$ cat config.mk
export PLATFORM = sky130hd
export DESIGN_NAME = pgt_timer
export DESIGN_NICKNAME = d
export VERILOG_FILES = /design/src/hdl/pgt_pkg.sv /design/src/hdl/pgt_timer.sv /design/src/hdl/pgt_tick_gen.sv
export VERILOG_INCLUDE_DIRS = /design/src /design/src/hdl
export SDC_FILE = /design/constraint.sdc
export NUM_CORES = 1
export LEC_CHECK = 0
export BUFFER_PORTS_ARGS = -buffer_cell sky130_fd_sc_hd__buf_2
export CAP_MARGIN = 20
export CORE_ASPECT_RATIO = 1.1
export CORE_MARGIN = 2
export CORE_UTILIZATION = 30
export DETAILED_ROUTE_END_ITERATION = 10
export GPL_ROUTABILITY_DRIVEN = 1
export PLACE_DENSITY = 0.45
export SLEW_MARGIN = 40
export SYNTH_ARGS = -nofsm -noshare
export SYNTH_HDL_FRONTEND = slang
export SYNTH_HIERARCHICAL = 1
export SYNTH_SLANG_ARGS = --single-unit
$ cat constraint.sdc
create_clock -name mclk_i -period 5.2 [get_ports mclk_i]
set_clock_uncertainty 0.05 [all_clocks]
set_input_delay 0.26 -clock mclk_i [delete_from_list [all_inputs] [get_ports mclk_i]]
set_output_delay 0.26 -clock mclk_i [all_outputs]
set_load 0.05 [all_outputs]
$ cat src/hdl/pgt_cfg.svh
`ifndef PGT_CFG_SVH
`define PGT_CFG_SVH
// register byte offsets
`define PGT_LOW_CTRL_OFF 12'h000
`define PGT_HIGH_CTRL_OFF 12'h004
`define PGT_LOW_CNT_OFF 12'h008
`define PGT_HIGH_CNT_OFF 12'h00C
// control field positions
`define PGT_RUN_BIT 15
`define PGT_IDLE_STOP_BIT 13
`define PGT_GATE_BIT 6
`define PGT_PS_HI_BIT 5
`define PGT_PS_LO_BIT 4
`define PGT_WIDE_BIT 3
`define PGT_CS_BIT 1
// writable masks, unimplemented bits read zero
`define PGT_LOW_MASK 16'hA07A
`define PGT_HIGH_MASK 16'hA072
`define PGT_CTRL_RESET 16'h0000
`define PGT_CNT_RESET 16'h0000
// prescale terminal counts (divide minus one)
`define PGT_DIV1_TC 8'h00
`define PGT_DIV8_TC 8'h07
`define PGT_DIV64_TC 8'h3F
`define PGT_DIV256_TC 8'hFF
`endif

$ cat src/hdl/pgt_pkg.sv
package pgt_pkg;
  typedef enum logic [1:0] {
    PGT_PS_1 = 2'b00,
    PGT_PS_8 = 2'b01,
    PGT_PS_64 = 2'b10,
    PGT_PS_256 = 2'b11
  } pgt_prescale_t;
endpackage

$ cat src/hdl/pgt_timer.sv
// Decided for this implementation: the APB register port and the register addresses.
`timescale 1ns/10ps
`include "pgt_cfg.svh"

// Operation
// RQ1 - run bit starts the timer; clearing it stops and holds the count
// RQ2 - with idle stop set, timer halts while device idle
// RQ3 - internal source with gate bit set gives gated accumulation
// RQ4 - external source ignores the gate bit
// RQ5 - prescale 11/10/01/00 divide by 256/64/8/1
// RQ6 - source bit one counts external rising edges, zero internal half clock
// RQ7 - wide mode chains both timers under low control only
// RQ8 - software routes external clock pin before selecting it
// RQ9 - unimplemented control bits ignore writes and read zero
// RQ10 - count increments per tick, wraps; low carry advances high in wide mode
// RQ11 - gated mode counts only while gate input high
module pgt_timer
  import pgt_pkg::*;
(
  input wire logic mclk_i,
  input wire logic rst_b_i,
  input wire logic psel_i,
  input wire logic penable_i,
  input wire logic pwrite_i,
  input wire logic [11:0] paddr_i,
  input wire logic [31:0] pwdata_i,
  input wire logic [3:0] pstrb_i,
  output logic [31:0] prdata_o,
  output logic pready_o,
  output logic pslverr_o,
  input wire logic idle_i,
  input wire logic low_ext_clock_pin_i,
  input wire logic high_ext_clock_pin_i,
  input wire logic low_gate_i,
  input wire logic high_gate_i,
  output logic [15:0] low_count_o,
  output logic [15:0] high_count_o
);
  // ****************************************
  // registers
  // ****************************************
  logic [15:0] low_ctrl_q;
  logic [15:0] high_ctrl_q;
  logic [15:0] low_cnt_q;
  logic [15:0] high_cnt_q;
  logic idle_s1_q;
  logic idle_s2_q;
  logic low_gate_s1_q;
  logic low_gate_s2_q;
  logic high_gate_s1_q;
  logic high_gate_s2_q;
  logic wide;
  logic [15:0] high_eff_ctrl;
  logic low_tick;
  logic high_tick;
  logic high_adv;
  logic acc;
  logic wr_en;
  logic [15:0] wr_half;
  logic addr_ok;
  logic [31:0] rd_data;

  // ****************************************
  // pin synchronisers
  // ****************************************
  always_ff @(posedge mclk_i or negedge rst_b_i) begin
    if (!rst_b_i) begin
      idle_s1_q <= 1'b0;
      idle_s2_q <= 1'b0;
      low_gate_s1_q <= 1'b0;
      low_gate_s2_q <= 1'b0;
      high_gate_s1_q <= 1'b0;
      high_gate_s2_q <= 1'b0;
    end else begin
      idle_s1_q <= idle_i;
      idle_s2_q <= idle_s1_q;
      low_gate_s1_q <= low_gate_i;
      low_gate_s2_q <= low_gate_s1_q;
      high_gate_s1_q <= high_gate_i;
      high_gate_s2_q <= high_gate_s1_q;
    end
  end

  // ****************************************
  // apb slave, zero wait states
  // ****************************************
  assign acc = psel_i && penable_i;
  assign wr_en = acc && pwrite_i && addr_ok;
  assign wr_half = {(pstrb_i[1] ? pwdata_i[15:8] : 8'h00), (pstrb_i[0] ? pwdata_i[7:0] : 8'h00)};

  // address decode and read mux
  always_comb begin
    addr_ok = 1'b1;
    rd_data = 32'h0000_0000;
    unique case (paddr_i)
      `PGT_LOW_CTRL_OFF: rd_data = {16'h0000, low_ctrl_q}; // [RQ9]
      `PGT_HIGH_CTRL_OFF: rd_data = {16'h0000, high_ctrl_q}; // [RQ9]
      `PGT_LOW_CNT_OFF: rd_data = {16'h0000, low_cnt_q};
      `PGT_HIGH_CNT_OFF: rd_data = {16'h0000, high_cnt_q};
      default: addr_ok = 1'b0;
    endcase
  end

  // bus answer registers
  always_ff @(posedge mclk_i or negedge rst_b_i) begin
    if (!rst_b_i) begin
      prdata_o <= 32'h0000_0000;
      pready_o <= 1'b0;
      pslverr_o <= 1'b0;
    end else begin
      pready_o <= psel_i && !penable_i;
      pslverr_o <= psel_i && !penable_i && !addr_ok;
      prdata_o <= (psel_i && !penable_i && !pwrite_i) ? rd_data : 32'h0000_0000;
    end
  end

  // ****************************************
  // control registers
  // ****************************************
  // writes mask unimplemented bits to zero
  always_ff @(posedge mclk_i or negedge rst_b_i) begin
    if (!rst_b_i) begin
      low_ctrl_q <= `PGT_CTRL_RESET;
      high_ctrl_q <= `PGT_CTRL_RESET;
    end else if (wr_en && pready_o) begin
      if (paddr_i == `PGT_LOW_CTRL_OFF) begin
        low_ctrl_q <= wr_half & `PGT_LOW_MASK; // [RQ9]
      end
      if (paddr_i == `PGT_HIGH_CTRL_OFF) begin
        high_ctrl_q <= wr_half & `PGT_HIGH_MASK; // [RQ9]
      end
    end
  end

  // ****************************************
  // tick generation
  // ****************************************
  assign wide = low_ctrl_q[`PGT_WIDE_BIT];
  // wide mode hands the high half the low control
  assign high_eff_ctrl = wide ? low_ctrl_q : high_ctrl_q; // [RQ7]

  pgt_tick_gen u_low_tick (
    .mclk_i(mclk_i),
    .rst_b_i(rst_b_i),
    .run_i(low_ctrl_q[`PGT_RUN_BIT]),
    .idle_stop_i(low_ctrl_q[`PGT_IDLE_STOP_BIT]),
    .idle_i(idle_s2_q),
    .gate_en_i(low_ctrl_q[`PGT_GATE_BIT]),
    .ext_sel_i(low_ctrl_q[`PGT_CS_BIT]), // [RQ8]
    .prescale_i(low_ctrl_q[`PGT_PS_HI_BIT:`PGT_PS_LO_BIT]),
    .ext_clk_i(low_ext_clock_pin_i),
    .gate_i(low_gate_s2_q),
    .tick_o(low_tick)
  );

  pgt_tick_gen u_high_tick (
    .mclk_i(mclk_i),
    .rst_b_i(rst_b_i),
    .run_i(high_eff_ctrl[`PGT_RUN_BIT]),
    .idle_stop_i(high_eff_ctrl[`PGT_IDLE_STOP_BIT]),
    .idle_i(idle_s2_q),
    .gate_en_i(high_eff_ctrl[`PGT_GATE_BIT]),
    .ext_sel_i(high_eff_ctrl[`PGT_CS_BIT]),
    .prescale_i(high_eff_ctrl[`PGT_PS_HI_BIT:`PGT_PS_LO_BIT]),
    .ext_clk_i(high_ext_clock_pin_i),
    .gate_i(high_gate_s2_q),
    .tick_o(high_tick)
  );

  // high half advances on carry in wide mode
  assign high_adv = wide ? (low_tick && (low_cnt_q == 16'hFFFF)) : high_tick; // [RQ7] [RQ10]

  // ****************************************
  // counters, software writable
  // ****************************************
  always_ff @(posedge mclk_i or negedge rst_b_i) begin
    if (!rst_b_i) begin
      low_cnt_q <= `PGT_CNT_RESET;
    end else if (wr_en && pready_o && paddr_i == `PGT_LOW_CNT_OFF) begin
      low_cnt_q <= wr_half;
    end else if (low_tick) begin
      low_cnt_q <= low_cnt_q + 16'h0001; // [RQ10] [RQ1]
    end
  end

  always_ff @(posedge mclk_i or negedge rst_b_i) begin
    if (!rst_b_i) begin
      high_cnt_q <= `PGT_CNT_RESET;
    end else if (wr_en && pready_o && paddr_i == `PGT_HIGH_CNT_OFF) begin
      high_cnt_q <= wr_half;
    end else if (high_adv) begin
      high_cnt_q <= high_cnt_q + 16'h0001; // [RQ10]
    end
  end

  // registered count outputs
  always_ff @(posedge mclk_i or negedge rst_b_i) begin
    if (!rst_b_i) begin
      low_count_o <= `PGT_CNT_RESET;
      high_count_o <= `PGT_CNT_RESET;
    end else begin
      low_count_o <= low_cnt_q;
      high_count_o <= high_cnt_q;
    end
  end
endmodule

$ cat src/hdl/pgt_tick_gen.sv
`timescale 1ns/10ps
`include "pgt_cfg.svh"
// ****************************************
// one timer's clock source, gate and prescaler
// ****************************************
module pgt_tick_gen
  import pgt_pkg::*;
(
  input wire logic mclk_i,
  input wire logic rst_b_i,
  input wire logic run_i,
  input wire logic idle_stop_i,
  input wire logic idle_i,
  input wire logic gate_en_i,
  input wire logic ext_sel_i,
  input wire logic [1:0] prescale_i,
  input wire logic ext_clk_i,
  input wire logic gate_i,
  output logic tick_o
);
  logic ext_s1_q;
  logic ext_s2_q;
  logic ext_s3_q;
  logic [7:0] ps_cnt_q;
  logic [7:0] ps_tc;
  logic int_half_q;
  logic src_tick;
  logic active;
  pgt_prescale_t ps_sel;

  // two-stage synchroniser, third stage for edge detect
  always_ff @(posedge mclk_i or negedge rst_b_i) begin
    if (!rst_b_i) begin
      ext_s1_q <= 1'b0;
      ext_s2_q <= 1'b0;
      ext_s3_q <= 1'b0;
    end else begin
      ext_s1_q <= ext_clk_i;
      ext_s2_q <= ext_s1_q;
      ext_s3_q <= ext_s2_q;
    end
  end

  // internal instruction clock at half the device clock
  always_ff @(posedge mclk_i or negedge rst_b_i) begin
    if (!rst_b_i) begin
      int_half_q <= 1'b0;
    end else begin
      int_half_q <= ~int_half_q;
    end
  end

  // stop when off, or idle with stop-in-idle set
  assign active = run_i && !(idle_stop_i && idle_i); // [RQ1] [RQ2]

  // source select; gate only applies to the internal source
  always_comb begin
    if (ext_sel_i) begin
      src_tick = ext_s2_q && !ext_s3_q; // [RQ6] [RQ4]
    end else begin
      src_tick = int_half_q && (!gate_en_i || gate_i); // [RQ6] [RQ3] [RQ11]
    end
  end

  // prescale terminal count
  assign ps_sel = pgt_prescale_t'(prescale_i);
  always_comb begin
    unique case (ps_sel)
      PGT_PS_1: ps_tc = `PGT_DIV1_TC; // [RQ5]
      PGT_PS_8: ps_tc = `PGT_DIV8_TC; // [RQ5]
      PGT_PS_64: ps_tc = `PGT_DIV64_TC; // [RQ5]
      PGT_PS_256: ps_tc = `PGT_DIV256_TC; // [RQ5]
    endcase
  end

  // prescaler counter, cleared while stopped
  always_ff @(posedge mclk_i or negedge rst_b_i) begin
    if (!rst_b_i) begin
      ps_cnt_q <= 8'h00;
      tick_o <= 1'b0;
    end else if (!active) begin
      ps_cnt_q <= 8'h00;
      tick_o <= 1'b0;
    end else if (src_tick) begin
      if (ps_cnt_q >= ps_tc) begin
        ps_cnt_q <= 8'h00;
        tick_o <= 1'b1; // [RQ5]
      end else begin
        ps_cnt_q <= ps_cnt_q + 8'h01;
        tick_o <= 1'b0;
      end
    end else begin
      tick_o <= 1'b0;
    end
  end
endmodule

### Word level (Yosys, flattened, before mapping)

Index checks and enable logic that the tools add are counted.
Widths: inputs -> output; s select.

| storage, ports and cells | value |
|---|---|
| memory bits (writable) | 0 |
| bits in latches | 0 |
| output and inout bits | 66 |
| input bits | 58 |
| register bits | 143 |
| memories | 0 |
| bits in read-only memories | 0 |
| logic and storage cells | 111 |

| operators by class | value |
|---|---|
| shifts and indexed selects | 0 |
| muxes and demuxes | 27 |
| bitwise operators | 2 |
| $lt $le $gt $ge | 2 |
| divide/modulo/power cells | 0 |
| reductions and logical operators | 37 |
| add/subtract/negate cells | 4 |
| equal/unequal tests | 12 |
| multipliers | 0 |

Operator list:

| kind | number |
|---|---|
| $mux 16 | 5 |
| $mux 8 | 8 |
| $pmux 16 s4 | 1 |
| $pmux 8 s4 | 2 |
| $add 16x1->16 const B | 2 |
| $mux 32 | 1 |
| $eq 12x4->1 const B | 2 |
| $logic_and 1x1->1 | 18 |
| $add 8x1->8 const B | 2 |
| $eq 16x16->1 const B | 1 |
| $ge 8x8->1 | 2 |
| $eq 12x3->1 const B | 1 |
| $logic_not 12->1 | 1 |
| $mux 1 | 10 |
| $logic_not 1->1 | 9 |
| $eq 2x2->1 const B | 4 |
| $eq 2x1->1 const B | 2 |
| $logic_not 2->1 | 2 |
| $ne 2x1->1 const B | 2 |
| $reduce_and 2->1 | 2 |
| $reduce_bool 2->1 | 2 |
| $reduce_or 4->1 | 1 |
| $logic_or 1x1->1 | 2 |
| $not 1->1 | 2 |

### Longest topological paths before layout

| logic depth | value |
|---|---|
| depth in word-level cells | 7 |
| depth in mapped cells | 9 |
| gate-level depth less buffers | 8 |

### Modules after synthesis

The synthesis kept the hierarchy.

Modules (own cells, without submodules):

| module | times used | area each (um^2) | cells an instance | sequential area each (um^2) |
|---|---|---|---|---|
| pgt_timer | 1 | 4534.3 | 389 | 2527.4 |
| pgt_tick_gen | 2 | 838.3 | 87 | 325.3 |

### Worst setup path before layout

No wires, ideal clock.

| path | value |
|---|---|
| kind | register to register |
| start | register low_ctrl_q[3] |
| end | register u_high_tick.ps_cnt_q[6] |
| slack | 3011 ps |
| data required time | 5071 ps |
| data arrival time | 2060 ps |
| stages on the path, launching flop included | 9 |
| library setup time | 79 ps |
| clock period less this slack | 2189 ps |
| path buffers | 1 |
| path through | dfrtp_1 buf_4 mux2_2 nand2_1 ha_1 and3_1 a221oi_4 o221ai_1 a21oi_1 |

| on the way | value |
|---|---|
| word-level cells in the longest chain between the ends | 7 |
| elaborated cells between the ends (all ways) | 18 |
| those cells by class | order compare: 1; eq/ne: 4; mux: 6; reduce/logical: 7 |

RTL lines:

| element | RTL line | RTL |
|---|---|---|
| from (decl) | pgt_timer.sv:42 | `logic [15:0] low_ctrl_q;` |
| from (signal assigned) | pgt_timer.sv:123 | `` low_ctrl_q <= `PGT_CTRL_RESET; `` |
| from (signal assigned) | pgt_timer.sv:127 | `` low_ctrl_q <= wr_half & `PGT_LOW_MASK; `` |
| $mux 16 * | pgt_timer.sv:140 | `assign high_eff_ctrl = wide ? low_ctrl_q : high_ctrl_q;` |
| net high_eff_ctrl[5] | pgt_timer.sv:53 | `logic [15:0] high_eff_ctrl;` |
| $eq 2x2->1 (tied with other cells) | pgt_tick_gen.sv:68 | `unique case (ps_sel)` |
| $pmux 8 s4 * | pgt_tick_gen.sv:68 |  |
| $ge 8x8->1 * | pgt_tick_gen.sv:85 | `if (ps_cnt_q >= ps_tc) begin` |
| $mux 8 * | pgt_tick_gen.sv:85 |  |
| $mux 8 * | pgt_tick_gen.sv:84 | `end else if (src_tick) begin` |
| $mux 8 * | pgt_tick_gen.sv:81 | `end else if (!active) begin` |
| to (signal assigned) | pgt_tick_gen.sv:89 | `ps_cnt_q <= ps_cnt_q + 8'h01;` |
| to (decl) | pgt_tick_gen.sv:24 | `logic [7:0] ps_cnt_q;` |

Mark *: on every way through the listed nets, which the timed path passes. The rest lies on a longest branch. The select of a mux whose other input is x is not followed.
A chain may end at the register's enable or synchronous reset.

### Worst setup path in the final report

| path | value |
|---|---|
| start | register low_ctrl_q[3] |
| end | register u_high_tick.ps_cnt_q[7] |

The elaborated chain is that of the path after synthesis.

==> flow_summary.rst <==
.. list-table::
   :header-rows: 1

   * - Metric
     - Value
   * - Worst skew pair latency
     - about 0.42 ns
   * - Total detailed-routing wirelength
     - 16,000 um
   * - Via density
     - approximately 5
   * - Most used DFF post-synth
     - dfrtp_1
   * - Leakage power figure
     - 0.00328 uW
   * - Type of the worst setup path
     - flip-flop to flip-flop
   * - GP Congestion
     - slightly below 0.8
   * - Dpl cells
     - 891
   * - Main combinational cell family by area after synthesis
     - simple AND/OR/NAND/NOR gates
   * - Number of flip-flops and latches in the synthesized netlist
     - 127
   * - Area enclosed by the die boundary
     - roughly 22,000 sq um
   * - Critical path arrival
     - 2.92 ns
   * - Crit path launch type
     - flip-flop
   * - Global router's overall resource usage
     - 0.153
   * - Synth top area cells
     - dfrtp_1 (51%), ha_1 (3.2%), nand2_1 (3.0%), nand3_1 (2.7%), mux2_1 (2.2%)
   * - Htree depth
     - 4
   * - Proportion of register bits with asynchronous set or reset after synthesis
     - 1.00
   * - Boundary Pins
     - 124
   * - Portion of synthesized cell area occupied by the leading cell type
     - 0.512
   * - Antenna violations before repair
     - 0
   * - Instance count of the mapped netlist
     - 563
   * - Maximum number of pins on one net before global-route repair
     - 57
   * - R2R depth
     - 7
   * - Area Overhead vs Synth
     - 21.2%
   * - Fraction of the yosys area taken by sequential cells
     - 0.512
   * - Final layout net count
     - 734
   * - PnR Total Power
     - about 2300 uW
   * - Number of nets with antenna violations after routing
     - 0
   * - Detailed-routing iteration count for the pre-antenna-repair pass
     - 4
   * - Most frequently used cell type in the post-synthesis netlist
     - dfrtp_1
   * - Total number of placement rows
     - 55
   * - Area fraction in and, or, nand and nor cells after synthesis
     - 0.203
   * - Number of buffer cells added on primary ports
     - 89
   * - Mux cell area share after synthesis
     - 0.0753
   * - Via count of the routed design
     - 4,648
   * - Cell variety after synth
     - 61
   * - Worst min-delay path category
     - primary input to flip-flop
   * - Final standard cell area without fillers
     - ~7500 sq um
   * - Proportion of layout cells with a drive suffix above 1
     - 0.251
   * - Final-report max-slew violation count
     - 0
   * - Area of the placeable core
     - between 20,000 and 25,000 sq um
   * - Worst vdd rail ir drop
     - 0.226 mV
   * - Setup repair after global routing missed its margin
     - no
   * - Power per cell area
     - just over 300 nW/um^2
   * - Width of the chip
     - 141 um
   * - Final min period
     - 2.63 ns
   * - CTS tree
     - built
   * - Hold Vio Cnt, Final
     - 0
   * - Post-synthesis compound-gate area fraction
     - 0.112
   * - Area of the mapped netlist
     - 6210 sq um
   * - Routed length per instance
     - 17.3 um
   * - Setup TNS after final layout
     - 0 ns
   * - Final cell count without fillers
     - 929
   * - Max Cap Viol
     - 0
   * - Max Root-Sink Buffers
     - 2
   * - Leading cell types by count after synthesis
     - dfrtp_1 (127), nand2_1 (50), nor2_1 (35)
   * - Instance count along the most critical hold path
     - 3
   * - Number of synthesized flops with an enable pin
     - 0
   * - Number of warning messages in the yosys log
     - 6
   * - Total half-perimeter wirelength after legalization and detailed placement
     - 11,400 um
   * - Floorplan die height
     - approximately 150 um
   * - Critical Path Fanout Max
     - 10
   * - Detailed-route DRC error count
     - 0
   * - Post-synthesis share of cell area spent on xor and xnor gates
     - 0.0240
   * - Starting density of the core
     - 0.304
   * - Headroom to the max-slew limit
     - 0.519
   * - Synthesized-area fraction occupied by adder cells
     - 0.0322
   * - CP required
     - around 5.5 ns
   * - First-pass GRT wire length
     - 25,900 um
   * - Placed Instance Area
     - 6850 sq um
   * - Final Cycle Share
     - 0.506
   * - Peak Freq
     - 380 MHz
   * - Reg-to-reg slack, setup
     - around 2.6 ns
   * - ANT cells
     - 0
   * - Aggregate global routing overflow
     - 0
   * - Status
     - completed
   * - TritonCTS buffer count
     - 17
   * - Via count of the first global-routing pass
     - 4,739
   * - Average footprint of a synthesized cell
     - 11.0 sq um
   * - Number of sinks handled by clock tree synthesis
     - 127
   * - Number of design-rule violations left by the first detailed-router iteration
     - between 150 and 200
   * - Transition at the pin with the smallest max-transition slack
     - 0.721 ns
   * - Kind of end point of the critical path
     - flip-flop
   * - Clock Root Buffer
     - clkbuf_16
   * - Finish-stage setup viols
     - 0
   * - Clock slew at the register clock pins of the worst setup and hold paths
     - 0.06 ns
   * - Synth area leader
     - dfrtp_1
   * - Total setup buffers inserted after CTS
     - 0
==> flip-flops by register name, indices dropped and copies added (netlist names), 6 cells and up <==
| name | cells |
|---|---|
| high_cnt_q | 16 |
| low_cnt_q | 16 |
| u_high_tick/ps_cnt_q | 8 |
| high_ctrl_q | 6 |
| high_count_o | 16 |
| u_low_tick/ps_cnt_q | 8 |
| low_ctrl_q | 7 |
| prdata_o | 16 |
| low_count_o | 16 |
==> routing by layer <==
| layer | track usage | vias to the layer above | share of wire | wire length, um |
|---|---|---|---|---|
| met5 | 0 | - | 0 | 0 |
| met4 | 0.0424 | 0 | 0.013 | 215 |
| met3 | 0.0372 | 17 | 0.031 | 500 |
| met2 | 0.263 | 93 | 0.51 | 8180 |
| met1 | 0.193 | 2317 | 0.44 | 7130 |
| li1 | - | 2221 | - | - |
==> final timing paths <==
path / from / endpoint
setup / recovery: low_ctrl_q[3]$_DFFE_PN0P_ / u_high_tick/ps_cnt_q[7]$_DFFE_PN0P_
setup reg to reg: low_ctrl_q[3]$_DFFE_PN0P_ / u_high_tick/ps_cnt_q[7]$_DFFE_PN0P_
hold / removal: pwdata_i[7] / low_cnt_q[7]$_DFFE_PN0P_
min in group asynchronous: rst_b_i / high_cnt_q[5]$_DFFE_PN0P_
hold reg to reg: low_gate_s1_q$_DFF_PN0_ / low_gate_s2_q$_DFF_PN0_
max in group asynchronous: rst_b_i / high_cnt_q[14]$_DFFE_PN0P_
==> placed cells by master, fill, tap and decap left out, types with 15 or more instances in the layout <==
cell and n:
buf_2 88, a31oi_1 15, ha_1 16, dfrtp_1 127, a21oi_1 21, conb_1 16
o21ai_0 19, nand3_1 33, nand2_1 50, nor2_1 35, clkbuf_16 17
==> stage by stage <==
step                setup WS (ns)  utilization  hold WS, ns
CTS                          2.54        0.368       0.0314
detailed placement           2.55        0.335        0.223
floorplan                    3.01            -      -0.0856
global placement             2.62        0.335        0.221
global route                 2.35        0.368       0.0640
finish                       2.57        0.368       0.0519
==> area by class of cell <==
| cell class | instances | area (sq um) |
|---|---|---|
| Fill cell | 2044 | 12900 |
| Sequential cell | 127 | 3180 |
| Multi-Input combinational cell | 403 | 2840 |
| Timing Repair Buffer | 98 | 531 |
| Clock buffer | 17 | 425 |
| Tap cell | 256 | 320 |
| Clock inverter | 15 | 185 |
| Inverter | 13 | 48.8 |
==> critical path: stages (launching register included) <==
cell,delay [ns]
dfrtp_1,0.61
mux2_2,0.42
nand2_1,0.12
ha_1,0.28
and3_1,0.20
a221oi_4,0.49
o221ai_1,0.20
a21oi_1,0.17
==> logic make-up after synthesis <==
logic type / after synthesis
simple gates: 217
mux: 37
compound gates: 100
xor+xnor: 17
buf+inv: 48
other cells: 1
fa+ha+maj: 16
flops: 127
==> power breakdown <==
part / internal (uW) / switching [uW] / total, uW
Combinational: 26.7 / 75.2 / 102
Clock: 759 / 465 / 1220
Sequential: 994 / 2.37 / 997
Total: 1780 / 542 / 2320
==> repair_timing <==
action | 4_1_cts | 5_1_grt
hold endpoints to repair | 38 | 0
hold buffers | 6 | 0
resized for setup | 0 | 0
(Power assumes the default switching activity.)
